==> config.mk <==
export PLATFORM = sky130hd
export DESIGN_NAME = video_timing_front
export DESIGN_NICKNAME = d
export VERILOG_FILES = /design/src/verilog/pin_sync.v /design/src/verilog/sync_gen.v /design/src/verilog/video_timing_front.v
export VERILOG_INCLUDE_DIRS = /design/src /design/src/verilog
export SDC_FILE = /design/constraint.sdc
export NUM_CORES = 1
export LEC_CHECK = 0
export BUFFER_PORTS_ARGS = -buffer_cell sky130_fd_sc_hd__buf_2
export CORE_MARGIN = 4
export CORE_UTILIZATION = 62
export DETAILED_ROUTE_END_ITERATION = 8
export GPL_TIMING_DRIVEN = 0
export PLACE_DENSITY = 0.83
export SLEW_MARGIN = 0
export SYNTH_ARGS = -nofsm -noshare
export SYNTH_HDL_FRONTEND = slang
export SYNTH_SLANG_ARGS = --single-unit
==> constraint.sdc <==
create_clock -name mclk -period 6.9 [get_ports mclk]
set_input_delay 0 -clock mclk [delete_from_list [all_inputs] [get_ports mclk]]
set_output_delay 0 -clock mclk [all_outputs]
set_load 0.01 [all_outputs]
==> src/verilog/video_timing_regs.vh <==
// Purpose: shared offsets, fields, reset values and counts for the video timing front end
// Assumes: classic wishbone, 32-bit data, byte addresses
// Notes:   definitions only
`ifndef VIDEO_TIMING_REGS_VH
`define VIDEO_TIMING_REGS_VH

// ---------------------------------------------------------------
// register offsets
// ---------------------------------------------------------------
`define MODE_REG_OFS        8'h00
`define TIMING_CFG_OFS      8'h04
`define STATUS_REG_OFS      8'h08

// ---------------------------------------------------------------
// mode register fields and reset
// ---------------------------------------------------------------
`define MODE_STD_LSB        0
`define MODE_STD_W          2
`define MODE_STD_REG_BIT    5
`define MODE_PIX_VALID_BIT  6
`define MODE_DAC_LSB        8
`define MODE_RESET          32'h0000_3800
`define DAC_RESET           6'h38

// ---------------------------------------------------------------
// line timing proportions, in pixels of a full-length line
// ---------------------------------------------------------------
`define H_SYNC_PIX          64
`define H_ACT0_PIX          138
`define H_LINE_PIX          858

// ---------------------------------------------------------------
// timing configuration fields and reset
// ---------------------------------------------------------------
`define TCFG_BLANK_DIS_BIT  3
`define TCFG_RESET          8'h00

// ---------------------------------------------------------------
// black level and code bytes
// ---------------------------------------------------------------
`define BLACK_LUMA          8'h10
`define BLACK_CHROMA        8'h80
`define CODE_PREAMBLE_FF    8'hff
`define CODE_PREAMBLE_00    8'h00

`endif

==> src/verilog/pin_sync.v <==
// Purpose: two-flop synchroniser for pin inputs
// Assumes: single destination clock
// Notes:   first stage feeds only the second stage
module pin_sync #(
    parameter W     = 1,
    parameter INIT  = 0
) (
    input  wire         clk,
    input  wire         rst_b,
    input  wire [W-1:0] d,
    output reg  [W-1:0] q
);
    reg [W-1:0] meta;

    always @(posedge clk or negedge rst_b) begin
        if (!rst_b) begin
            meta <= INIT[W-1:0];
            q    <= INIT[W-1:0];
        end else begin
            meta <= d;
            q    <= meta;
        end
    end
endmodule

==> src/verilog/sync_gen.v <==
// Purpose: master line and field counter producing h, v, f flags
// Assumes: pix_en is a one-cycle pixel-rate enable
// Notes:   counts restart whenever run is low
module sync_gen #(
    parameter H_TOTAL = 858,
    parameter H_SYNC  = 64,
    parameter H_ACT0  = 138,
    parameter V_TOTAL = 525,
    parameter V_BLANK = 20,
    parameter V_SYNC  = 3
) (
    input  wire       clk,
    input  wire       rst_b,
    input  wire       pix_en,
    input  wire       run,
    output reg        h_flag,
    output reg        v_flag,
    output reg        f_flag,
    output reg        hsync_b,
    output reg        vsync_b
);
    localparam HALF = V_TOTAL / 2;
    reg [11:0] hcnt;
    reg [10:0] vcnt;
    reg [10:0] fline;
    wire       eol = (hcnt == H_TOTAL - 1);

    always @(posedge clk or negedge rst_b) begin
        if (!rst_b) begin
            hcnt <= 12'h000;
            vcnt <= 11'h000;
        end else if (!run) begin
            hcnt <= 12'h000;
            vcnt <= 11'h000;
        end else if (pix_en) begin
            hcnt <= eol ? 12'h000 : hcnt + 12'h001;
            if (eol)
                vcnt <= (vcnt == V_TOTAL - 1) ? 11'h000 : vcnt + 11'h001;
        end
    end

    always @* begin
        fline = (vcnt >= HALF) ? vcnt - HALF[10:0] : vcnt;
    end

    // flags registered so pins only move on clock edges
    always @(posedge clk or negedge rst_b) begin
        if (!rst_b) begin
            h_flag  <= 1'b0;
            v_flag  <= 1'b0;
            f_flag  <= 1'b0;
            hsync_b <= 1'b1;
            vsync_b <= 1'b1;
        end else begin
            h_flag  <= run && (hcnt < H_ACT0);
            v_flag  <= run && (fline < V_BLANK);
            f_flag  <= run && (vcnt >= HALF);
            hsync_b <= !(run && (hcnt < H_SYNC));
            vsync_b <= !(run && (fline < V_SYNC));
        end
    end
endmodule

==> src/verilog/video_timing_front.v <==
// Purpose: video encoder timing front end: reset start-up, mode select, pixel gate
// Assumes: classic wishbone slave, pins synchronised to mclk
// Notes:   pixel rate is an enable from a divider of mclk
`include "video_timing_regs.vh"
module video_timing_front #(
    parameter PIX_DIV   = 5,
    parameter H_TOTAL   = 858,
    parameter V_TOTAL   = 525,
    parameter H_TOTAL_P = 864,
    parameter V_TOTAL_P = 625,
    parameter V_BLANK   = 20
) (
    input  wire        mclk,
    input  wire        rst_b,
    input  wire        wb_cyc_i,
    input  wire        wb_stb_i,
    input  wire        wb_we_i,
    input  wire [7:0]  wb_adr_i,
    input  wire [3:0]  wb_sel_i,
    input  wire [31:0] wb_dat_i,
    output reg  [31:0] wb_dat_o,
    output reg         wb_ack_o,
    input  wire        standard_select_pin,
    input  wire [7:0]  pixel_in,
    input  wire        hsync_b_in,
    output reg         hsync_b_out,
    output reg         hsync_b_oe,
    input  wire        vsync_b_in,
    output reg         vsync_b_out,
    output reg         vsync_b_oe,
    input  wire        blank_b_in,
    output reg         blank_b_out,
    output reg         blank_b_oe,
    output reg  [7:0]  pixel_out,
    output reg         blank_active,
    output reg         field_odd,
    output reg         frame_start,
    output reg  [1:0]  video_standard,
    output reg  [5:0]  dac_enable
);
    // ---------------------------------------------------------------
    // mode codes
    // ---------------------------------------------------------------
    localparam M0_SLAVE  = 3'b000;
    localparam M0_MASTER = 3'b001;
    localparam M1_SLAVE  = 3'b010;
    localparam M1_MASTER = 3'b011;
    localparam M2_SLAVE  = 3'b100;
    localparam M2_MASTER = 3'b101;
    localparam M3_SLAVE  = 3'b110;
    localparam M3_MASTER = 3'b111;

    // sync width and active start scale with line length, so short lines still toggle
    localparam H_SYNC_N = (H_TOTAL * `H_SYNC_PIX) / `H_LINE_PIX;
    localparam H_ACT0_N = (H_TOTAL * `H_ACT0_PIX) / `H_LINE_PIX;
    localparam H_SYNC_P = (H_TOTAL_P * `H_SYNC_PIX) / `H_LINE_PIX;
    localparam H_ACT0_P = (H_TOTAL_P * `H_ACT0_PIX) / `H_LINE_PIX;

    localparam CS_IDLE = 2'b00;
    localparam CS_FF   = 2'b01;
    localparam CS_Z1   = 2'b10;
    localparam CS_Z2   = 2'b11;

    // ---------------------------------------------------------------
    // registers
    // ---------------------------------------------------------------
    reg  [31:0] mode_reg;
    reg  [7:0]  timing_config_reg;
    reg  [31:0] status;
    wire        pixel_valid_enable          = mode_reg[`MODE_PIX_VALID_BIT];
    wire        standard_by_register_enable = mode_reg[`MODE_STD_REG_BIT];
    wire        blank_input_disable         = timing_config_reg[`TCFG_BLANK_DIS_BIT];
    wire [2:0]  tmode = timing_config_reg[2:0]; // upper bits ignored
    wire        master = tmode[0];
    wire        bus_req = wb_cyc_i && wb_stb_i && !wb_ack_o;

    function [7:0] merge_byte;
        input [7:0] old;
        input [7:0] nw;
        input       en;
        begin
            merge_byte = en ? nw : old;
        end
    endfunction

    // ---------------------------------------------------------------
    // wishbone slave: ack one cycle after request
    // ---------------------------------------------------------------
    always @(posedge mclk or negedge rst_b) begin
        if (!rst_b) begin
            wb_ack_o          <= 1'b0;
            mode_reg          <= `MODE_RESET;
            timing_config_reg <= `TCFG_RESET;
        end else begin
            wb_ack_o <= bus_req;
            if (bus_req && wb_we_i) begin
                if (wb_adr_i == `MODE_REG_OFS) begin
                    mode_reg[7:0]   <= merge_byte(mode_reg[7:0], wb_dat_i[7:0], wb_sel_i[0]);
                    mode_reg[15:8]  <= merge_byte(mode_reg[15:8], wb_dat_i[15:8], wb_sel_i[1]);
                end
                if (wb_adr_i == `TIMING_CFG_OFS)
                    timing_config_reg <= merge_byte(timing_config_reg, wb_dat_i[7:0],
                                                    wb_sel_i[0]);
            end
        end
    end

    // unmapped reads answer zero
    always @(posedge mclk or negedge rst_b) begin
        if (!rst_b) begin
            wb_dat_o <= 32'h0000_0000;
        end else if (bus_req && !wb_we_i) begin
            case (wb_adr_i)
                `MODE_REG_OFS:   wb_dat_o <= {16'h0000, mode_reg[15:0]};
                `TIMING_CFG_OFS: wb_dat_o <= {24'h00_0000, timing_config_reg};
                `STATUS_REG_OFS: wb_dat_o <= status;
                default:         wb_dat_o <= 32'h0000_0000;
            endcase
        end
    end

    // ---------------------------------------------------------------
    // pin synchronisers
    // ---------------------------------------------------------------
    wire [7:0] pix_s;
    wire [3:0] ctl_s;
    wire       std_pin_s = ctl_s[3];
    wire       hs_s      = ctl_s[0];
    wire       vs_s      = ctl_s[1];
    wire       bl_s      = ctl_s[2];

    pin_sync #(.W(8), .INIT(0)) u_pix_sync (
        .clk   (mclk),
        .rst_b (rst_b),
        .d     (pixel_in),
        .q     (pix_s)
    );

    pin_sync #(.W(4), .INIT(7)) u_ctl_sync (
        .clk   (mclk),
        .rst_b (rst_b),
        .d     ({standard_select_pin, blank_b_in, vsync_b_in, hsync_b_in}),
        .q     (ctl_s)
    );

    // ---------------------------------------------------------------
    // pixel rate enable
    // ---------------------------------------------------------------
    reg [7:0] div_cnt;
    reg       pix_en;

    always @(posedge mclk or negedge rst_b) begin
        if (!rst_b) begin
            div_cnt <= 8'h00;
            pix_en  <= 1'b0;
        end else begin
            pix_en  <= (div_cnt == PIX_DIV - 1);
            div_cnt <= (div_cnt == PIX_DIV - 1) ? 8'h00 : div_cnt + 8'h01;
        end
    end

    // ---------------------------------------------------------------
    // standard selection
    // ---------------------------------------------------------------
    // reset loads standard 0, then the pin follows until register control is taken
    always @(posedge mclk or negedge rst_b) begin
        if (!rst_b)
            video_standard <= 2'b00;
        else if (standard_by_register_enable)
            video_standard <= mode_reg[`MODE_STD_LSB +: `MODE_STD_W];
        else
            video_standard <= {1'b0, std_pin_s};
    end

    // ---------------------------------------------------------------
    // master generators, one per line standard
    // ---------------------------------------------------------------
    wire run = pixel_valid_enable && master;
    wire gn_h, gn_v, gn_f, gn_hs, gn_vs;
    wire gp_h, gp_v, gp_f, gp_hs, gp_vs;
    wire pal = video_standard[0];
    wire g_h  = pal ? gp_h  : gn_h;
    wire g_v  = pal ? gp_v  : gn_v;
    wire g_f  = pal ? gp_f  : gn_f;
    wire g_hs = pal ? gp_hs : gn_hs;
    wire g_vs = pal ? gp_vs : gn_vs;

    sync_gen #(.H_TOTAL(H_TOTAL), .H_SYNC(H_SYNC_N), .H_ACT0(H_ACT0_N),
               .V_TOTAL(V_TOTAL), .V_BLANK(V_BLANK)) u_gen_n (
        .clk     (mclk),
        .rst_b   (rst_b),
        .pix_en  (pix_en),
        .run     (run && !pal),
        .h_flag  (gn_h),
        .v_flag  (gn_v),
        .f_flag  (gn_f),
        .hsync_b (gn_hs),
        .vsync_b (gn_vs)
    );

    sync_gen #(.H_TOTAL(H_TOTAL_P), .H_SYNC(H_SYNC_P), .H_ACT0(H_ACT0_P),
               .V_TOTAL(V_TOTAL_P), .V_BLANK(V_BLANK)) u_gen_p (
        .clk     (mclk),
        .rst_b   (rst_b),
        .pix_en  (pix_en),
        .run     (run && pal),
        .h_flag  (gp_h),
        .v_flag  (gp_v),
        .f_flag  (gp_f),
        .hsync_b (gp_hs),
        .vsync_b (gp_vs)
    );

    // ---------------------------------------------------------------
    // embedded code detector
    // ---------------------------------------------------------------
    // relies on the four-byte code around every line
    reg [1:0] cs;
    reg       code_h, code_v, code_f;

    always @(posedge mclk or negedge rst_b) begin
        if (!rst_b) begin
            cs     <= CS_IDLE;
            code_h <= 1'b0;
            code_v <= 1'b0;
            code_f <= 1'b0;
        end else if (pix_en) begin
            case (cs)
                CS_IDLE: cs <= (pix_s == `CODE_PREAMBLE_FF) ? CS_FF : CS_IDLE;
                CS_FF:   cs <= (pix_s == `CODE_PREAMBLE_00) ? CS_Z1 : CS_IDLE;
                CS_Z1:   cs <= (pix_s == `CODE_PREAMBLE_00) ? CS_Z2 : CS_IDLE;
                CS_Z2: begin
                    cs     <= CS_IDLE;
                    code_f <= pix_s[6];
                    code_v <= pix_s[5];
                    code_h <= pix_s[4];
                end
                default: cs <= CS_IDLE;
            endcase
        end
    end

    // ---------------------------------------------------------------
    // separate-sync slave decoding
    // ---------------------------------------------------------------
    reg  hs_d, vs_d;
    reg  [10:0] line_cnt;
    reg  sl_field;
    wire hs_fall = hs_d && !hs_s;
    wire vs_fall = vs_d && !vs_s;
    wire vs_chg  = vs_d != vs_s;
    reg  new_frame;
    reg  next_field;

    // sync pins are high when unused in embedded mode
    always @* begin
        new_frame  = 1'b0;
        next_field = sl_field;
        case (tmode)
            M1_SLAVE: begin
                new_frame  = vs_chg && !hs_s;
                next_field = vs_s;
            end
            M2_SLAVE: begin
                if (vs_fall && hs_fall) begin
                    new_frame  = 1'b1;
                    next_field = 1'b1;
                end else if (vs_fall && hs_s) begin
                    new_frame  = 1'b1;
                    next_field = 1'b0;
                end
            end
            M3_SLAVE: begin
                new_frame  = vs_chg && hs_s;
                next_field = vs_s;
            end
            default: begin
                new_frame  = 1'b0;
                next_field = sl_field;
            end
        endcase
    end

    always @(posedge mclk or negedge rst_b) begin
        if (!rst_b) begin
            hs_d     <= 1'b1;
            vs_d     <= 1'b1;
            sl_field <= 1'b0;
            line_cnt <= 11'h000;
        end else begin
            hs_d     <= hs_s;
            vs_d     <= vs_s;
            sl_field <= next_field;
            if (new_frame)
                line_cnt <= 11'h000;
            else if (hs_fall && line_cnt != 11'h7ff)
                line_cnt <= line_cnt + 11'h001;
        end
    end

    // ---------------------------------------------------------------
    // selected flags and blanking
    // ---------------------------------------------------------------
    reg cur_h, cur_v, cur_f, blank_now;

    always @* begin
        cur_h = 1'b0;
        cur_v = 1'b0;
        cur_f = 1'b0;
        if (master) begin
            cur_h = g_h;
            cur_v = g_v;
            cur_f = g_f;
        end else if (tmode == M0_SLAVE) begin
            cur_h = code_h;
            cur_v = code_v;
            cur_f = code_f;
        end else begin
            cur_h = !hs_s;
            cur_v = line_cnt < V_BLANK;
            cur_f = sl_field;
        end
        // external blank only in separate-sync slave modes
        if (!master && tmode != M0_SLAVE && !blank_input_disable)
            blank_now = !bl_s;
        else
            blank_now = cur_h || cur_v;
    end

    // ---------------------------------------------------------------
    // pixel path and start-up outputs
    // ---------------------------------------------------------------
    reg chroma_phase;

    always @(posedge mclk or negedge rst_b) begin
        if (!rst_b) begin
            pixel_out    <= `BLACK_CHROMA;
            chroma_phase <= 1'b1;
            blank_active <= 1'b1;
            field_odd    <= 1'b0;
            frame_start  <= 1'b0;
            dac_enable   <= `DAC_RESET;
            status       <= 32'h0000_0000;
        end else begin
            dac_enable   <= mode_reg[`MODE_DAC_LSB +: 6];
            field_odd    <= cur_f;
            blank_active <= blank_now;
            // embedded and master modes mark a frame by a change of the field flag
            frame_start  <= (master || tmode == M0_SLAVE) ? (cur_f != field_odd) : new_frame;
            status       <= {24'h00_0000, cur_f, cur_v, cur_h, blank_now,
                             std_pin_s, 1'b0, video_standard};
            if (pix_en) begin
                chroma_phase <= !chroma_phase;
                // pixel taken the edge after synchronised timing edge
                if (pixel_valid_enable)
                    pixel_out <= pix_s;
                else
                    pixel_out <= chroma_phase ? `BLACK_CHROMA : `BLACK_LUMA;
            end
        end
    end

    // ---------------------------------------------------------------
    // bidirectional timing pins
    // ---------------------------------------------------------------
    always @(posedge mclk or negedge rst_b) begin
        if (!rst_b) begin
            hsync_b_out <= 1'b1;
            vsync_b_out <= 1'b1;
            blank_b_out <= 1'b1;
            hsync_b_oe  <= 1'b0;
            vsync_b_oe  <= 1'b0;
            blank_b_oe  <= 1'b0;
        end else begin
            // suppressed until pixel valid, driven only in master modes
            hsync_b_oe <= run;
            vsync_b_oe <= run;
            blank_b_oe <= run;
            case (tmode)
                M0_MASTER: begin
                    hsync_b_out <= g_h;
                    blank_b_out <= g_v;
                    vsync_b_out <= g_f;
                end
                M1_MASTER, M3_MASTER: begin
                    hsync_b_out <= g_hs;
                    vsync_b_out <= g_f;
                    blank_b_out <= !(g_h || g_v);
                end
                M2_MASTER: begin
                    hsync_b_out <= g_hs;
                    vsync_b_out <= g_vs;
                    blank_b_out <= !(g_h || g_v);
                end
                default: begin
                    hsync_b_out <= 1'b1;
                    vsync_b_out <= 1'b1;
                    blank_b_out <= 1'b1;
                end
            endcase
        end
    end
endmodule

==> flow_summary.rst <==
.. list-table::
   :header-rows: 1

   * - Metric
     - Value
   * - Total die area
     - 15400 sq um
   * - Tot GR Track Use
     - 25.8%
   * - Total power consumption of the routed design
     - 2.20 mW
   * - Startpoint of the worst hold path
     - wb_adr_i[2]
   * - Flip-flop and latch count after synthesis
     - 179
   * - Number of buffers created by CTS
     - 17
   * - Number of synthesized flops with an enable pin
     - 0
   * - Die height
     - 124 um
   * - Critical Path Source Type
     - flop
   * - Total gr overflow
     - 0
   * - Leakage power figure
     - 4.64 nW
   * - Effective utilization at floorplan
     - 63.2%
   * - Reported net switching power
     - 0.497 mW
   * - Transition time at the pin with the least slew margin
     - 1.05 ns
   * - Post-route minimum period
     - 2.70 ns
   * - Async set-reset flop share out of synthesis
     - 100%
   * - Top-Level Pins
     - 119
   * - Endpoint type of the worst setup path
     - flop
   * - TritonCTS clock tree
     - done
   * - Library cells used by synthesis
     - 62
   * - Yosys Warn Count
     - 0
   * - Clk network pwr share
     - 44.0%
   * - Post-synthesis xor/xnor area fraction
     - 3.78%
   * - Wire length on met2
     - 9540 um
   * - F_max
     - 0.371 GHz
   * - Worst Hold End
     - wb_dat_o[15]$_DFFE_PN0P_
   * - Footprint of the flip-flops and latches
     - 4510 sq um
   * - Cell area after synthesis
     - 8340 sq um
   * - Clock slew at reported path FFs
     - 0.06 ns
   * - Footprint of the multi-input gates
     - 3500 sq um
   * - Max cap viols
     - 0
   * - CTS HTree Levels
     - 4
   * - Die X
     - 124 um
   * - Post-layout nets
     - 1034
   * - Largest family of logic cells by synthesized area
     - simple AND/OR/NAND/NOR gates
   * - Fin. Hold Viols
     - 0
   * - DRC viols
     - 0
   * - Final max-slew violation count
     - 0
   * - Multiplexer share of the synthesized area
     - 5.75%
   * - Detailed-route via count
     - 6563
   * - Initial antenna violation count
     - 0
   * - Peak ir drop on the vdd network
     - 0.000157 V
   * - Proportion of total power due to net switching
     - 22.6%
   * - Portion of total power attributed to sequential cells
     - 50.2%
   * - Share of the clock period used by the worst path
     - 39.1%
   * - Fill cell count
     - 838
   * - Leading register cell type out of synthesis
     - dfrtp_1
   * - Maximum count of clock buffers along a single path
     - 2
   * - Simple-Gate Fraction of Synth Area
     - 18.2%
   * - Number of iterations in the first detailed-routing pass
     - 7
   * - Reg2Reg Capture Point
     - u_gen_n.vsync_b$_DFF_PN1_
   * - Combinational group share of total power
     - 5.8%
   * - Number of global-route vias before repair
     - 6434
   * - Fraction of final layout cells sized beyond drive strength 1
     - 21.5%
   * - Unrepaired setup endpoints after global routing
     - no
   * - Worst setup slack after placement
     - 4.23 ns
   * - Classification of the worst-slack hold path
     - in2reg
   * - Count of cells along the worst register-to-register path
     - 9
   * - Number of gates resized after CTS
     - 0
   * - Post-layout instance count excluding filler cells
     - 1148
   * - Fin Setup TNS
     - 0 ns
   * - Latest clock arrival within the worst-skew pair
     - 0.42 ns
   * - Arrival @ worst endpoint
     - 3.03 ns
   * - Number of setup buffers added after CTS
     - 0
   * - Pin count of the biggest net entering global routing
     - 117
   * - Number of endpoints failing setup at the final stage
     - 0
   * - Area overhead of the layout relative to synthesis
     - 19.7%
   * - Maximum net fanout on the critical path
     - 8
   * - Arithmetic-cell share of the synthesized area counting full adders, half adders and majority gates
     - 2.10%
   * - First-pass GRT wire length
     - 31100 um
   * - Sum of net half-perimeters after detailed placement
     - 11900 um
   * - Synthesized area per cell
     - 10.3 sq um
   * - Depth of the worst hold-timing path
     - 4
   * - Met1 layer wirelength in the final routing
     - 7970 um
   * - Met3 routed wirelength
     - 1050 um
   * - Area inside the core boundary
     - 13200 sq um
   * - Root buffer cell
     - clkbuf_16
   * - Run status
     - finished, final reports clean
   * - Top sig layer
     - met4
   * - Routed Wire Length
     - 18900 um
   * - Setup clock skew after layout
     - 0.00847 ns
   * - Average via count per standard cell
     - 5.72
   * - Max_slew headroom
     - 29.7%
   * - Number of antenna-violating nets in the routed design
     - 0
   * - Sequential element share of the synthesized area
     - 54.1%
   * - Routability-driven placement congestion ratio
     - 0.870
   * - Register-to-Register Setup Slack
     - 4.20 ns
   * - Number of cells produced by synthesis
     - 808
   * - Number of DRC markers in iteration 0
     - 626
   * - DR WL/cell
     - 16.5 um
   * - Internal Power
     - 1.71 mW
   * - Power per standard cell area
     - 221 nW/um^2
   * - Number of placement rows
     - 42
   * - Compound-Gate Fraction of Synth Area
     - 11.3%
   * - IO Port Bufs
     - 84
   * - Worst-case hold slack
     - 0.0377 ns
   * - CP Class
     - reg2reg
   * - Placed Instances
     - 1084
   * - CP required
     - 7.24 ns
   * - TritonCTS Sinks
     - 179
   * - Antenna diode count
     - 0
   * - Setup slack of the critical path after layout
     - 4.20 ns
   * - Commonest cells after routing, fill and taps aside
     - dfrtp_1, buf_2, nand2_1, o21ai_0, nor2_1
   * - FF-to-FF Start
     - u_gen_n.vcnt[1]$_DFFE_PN0P_
   * - Most common library cell in the layout ignoring fill and taps
     - dfrtp_1
==> Yosys cell counts, types with 14 or more instances <==
master	number	area (sq um)
a21oi_1	24	120
buf_4	18	135
clkbuf_1	27	101
dfrtp_1	155	3880
dfstp_2	24	631
ha_1	14	175
inv_1	21	78.8
mux2_2	31	349
nand2_1	76	285
nand3_1	38	190
nand4_1	18	113
nor2_1	75	282
nor2b_1	16	100
nor3_1	14	70.1
o21ai_0	76	380
xnor2_1	16	140
xor2_1	20	175
==> timing repair <==
action                                 4_1_cts  5_1_grt
endpoints found under the hold margin      101        0
hold buffers                                32        0
setup endpoints to repair                    0        0
==> worst max path at each step <==
stage               cells past startpoint                         from                         to  slack, ns
floorplan                               9  u_gen_n.vcnt[1]$_DFFE_PN0P_  u_gen_n.vsync_b$_DFF_PN1_       4.38
global route                            9  u_gen_n.vcnt[1]$_DFFE_PN0P_  u_gen_n.vsync_b$_DFF_PN1_       4.04
CTS                                     9  u_gen_n.vcnt[1]$_DFFE_PN0P_  u_gen_n.vsync_b$_DFF_PN1_       4.22
global placement                        1                        rst_b       div_cnt[7]$_DFF_PN0_       3.16
detailed placement                      9  u_gen_n.vcnt[1]$_DFFE_PN0P_  u_gen_n.vsync_b$_DFF_PN1_       4.23
finish                                  9  u_gen_n.vcnt[1]$_DFFE_PN0P_  u_gen_n.vsync_b$_DFF_PN1_       4.20
==> stage by stage <==
stage	cell area [sq um]	util, %
2_1_floorplan	8400	-
3_3_place_gp	9040	68.5
3_5_place_dp	9070	68.8
4_1_cts	9990	75.7
5_1_grt	9990	75.7
6_report	9990	75.7
==> power by group through the flow <==
stage	clock, mW	combinational [mW]	sequential [mW]
after floorplan	0	0.0610	1.12
after global placement	0	0.104	1.12
after detailed placement	0	0.111	1.12
after CTS	0.980	0.128	1.10
after global routing	1.03	0.145	1.11
final	0.969	0.128	1.11
==> critical path: stages (launching register included) <==
cell	delay, ns
dfrtp_1	0.46
ha_1	0.23
buf_2	0.16
nor3_1	0.27
a21oi_1	0.14
or2_1	0.24
buf_6	0.13
or4_1	0.37
and3_1	0.15
or4_1	0.46
==> final cells by class <==
cell class | count | area share (%)
Timing Repair Buffer | 117 | 7.79
Clock inverter | 14 | 1.63
Sequential cell | 179 | 45.2
Clock buffer | 18 | 4.30
Inverter | 21 | 0.789
Buffer | 56 | 3.13
Tap cell | 176 | 2.20
Multi-Input combinational cell | 567 | 35.0
==> routing by layer <==
metal  GRT usage [%]  up-vias
li1                -     3105
met1            33.4     3187
met2            44.1      239
met3            4.63       32
met4            8.62        0
met5               0        -
==> kinds of logic after synthesis <==
family          count (synthesis)
compound gates                153
xor+xnor                       36
fa+ha+maj                      14
buf+inv                        77
flops                         179
mux                            44
other cells                     1
simple gates                  304
No activity file was read; power rests on OpenSTA's default activity.
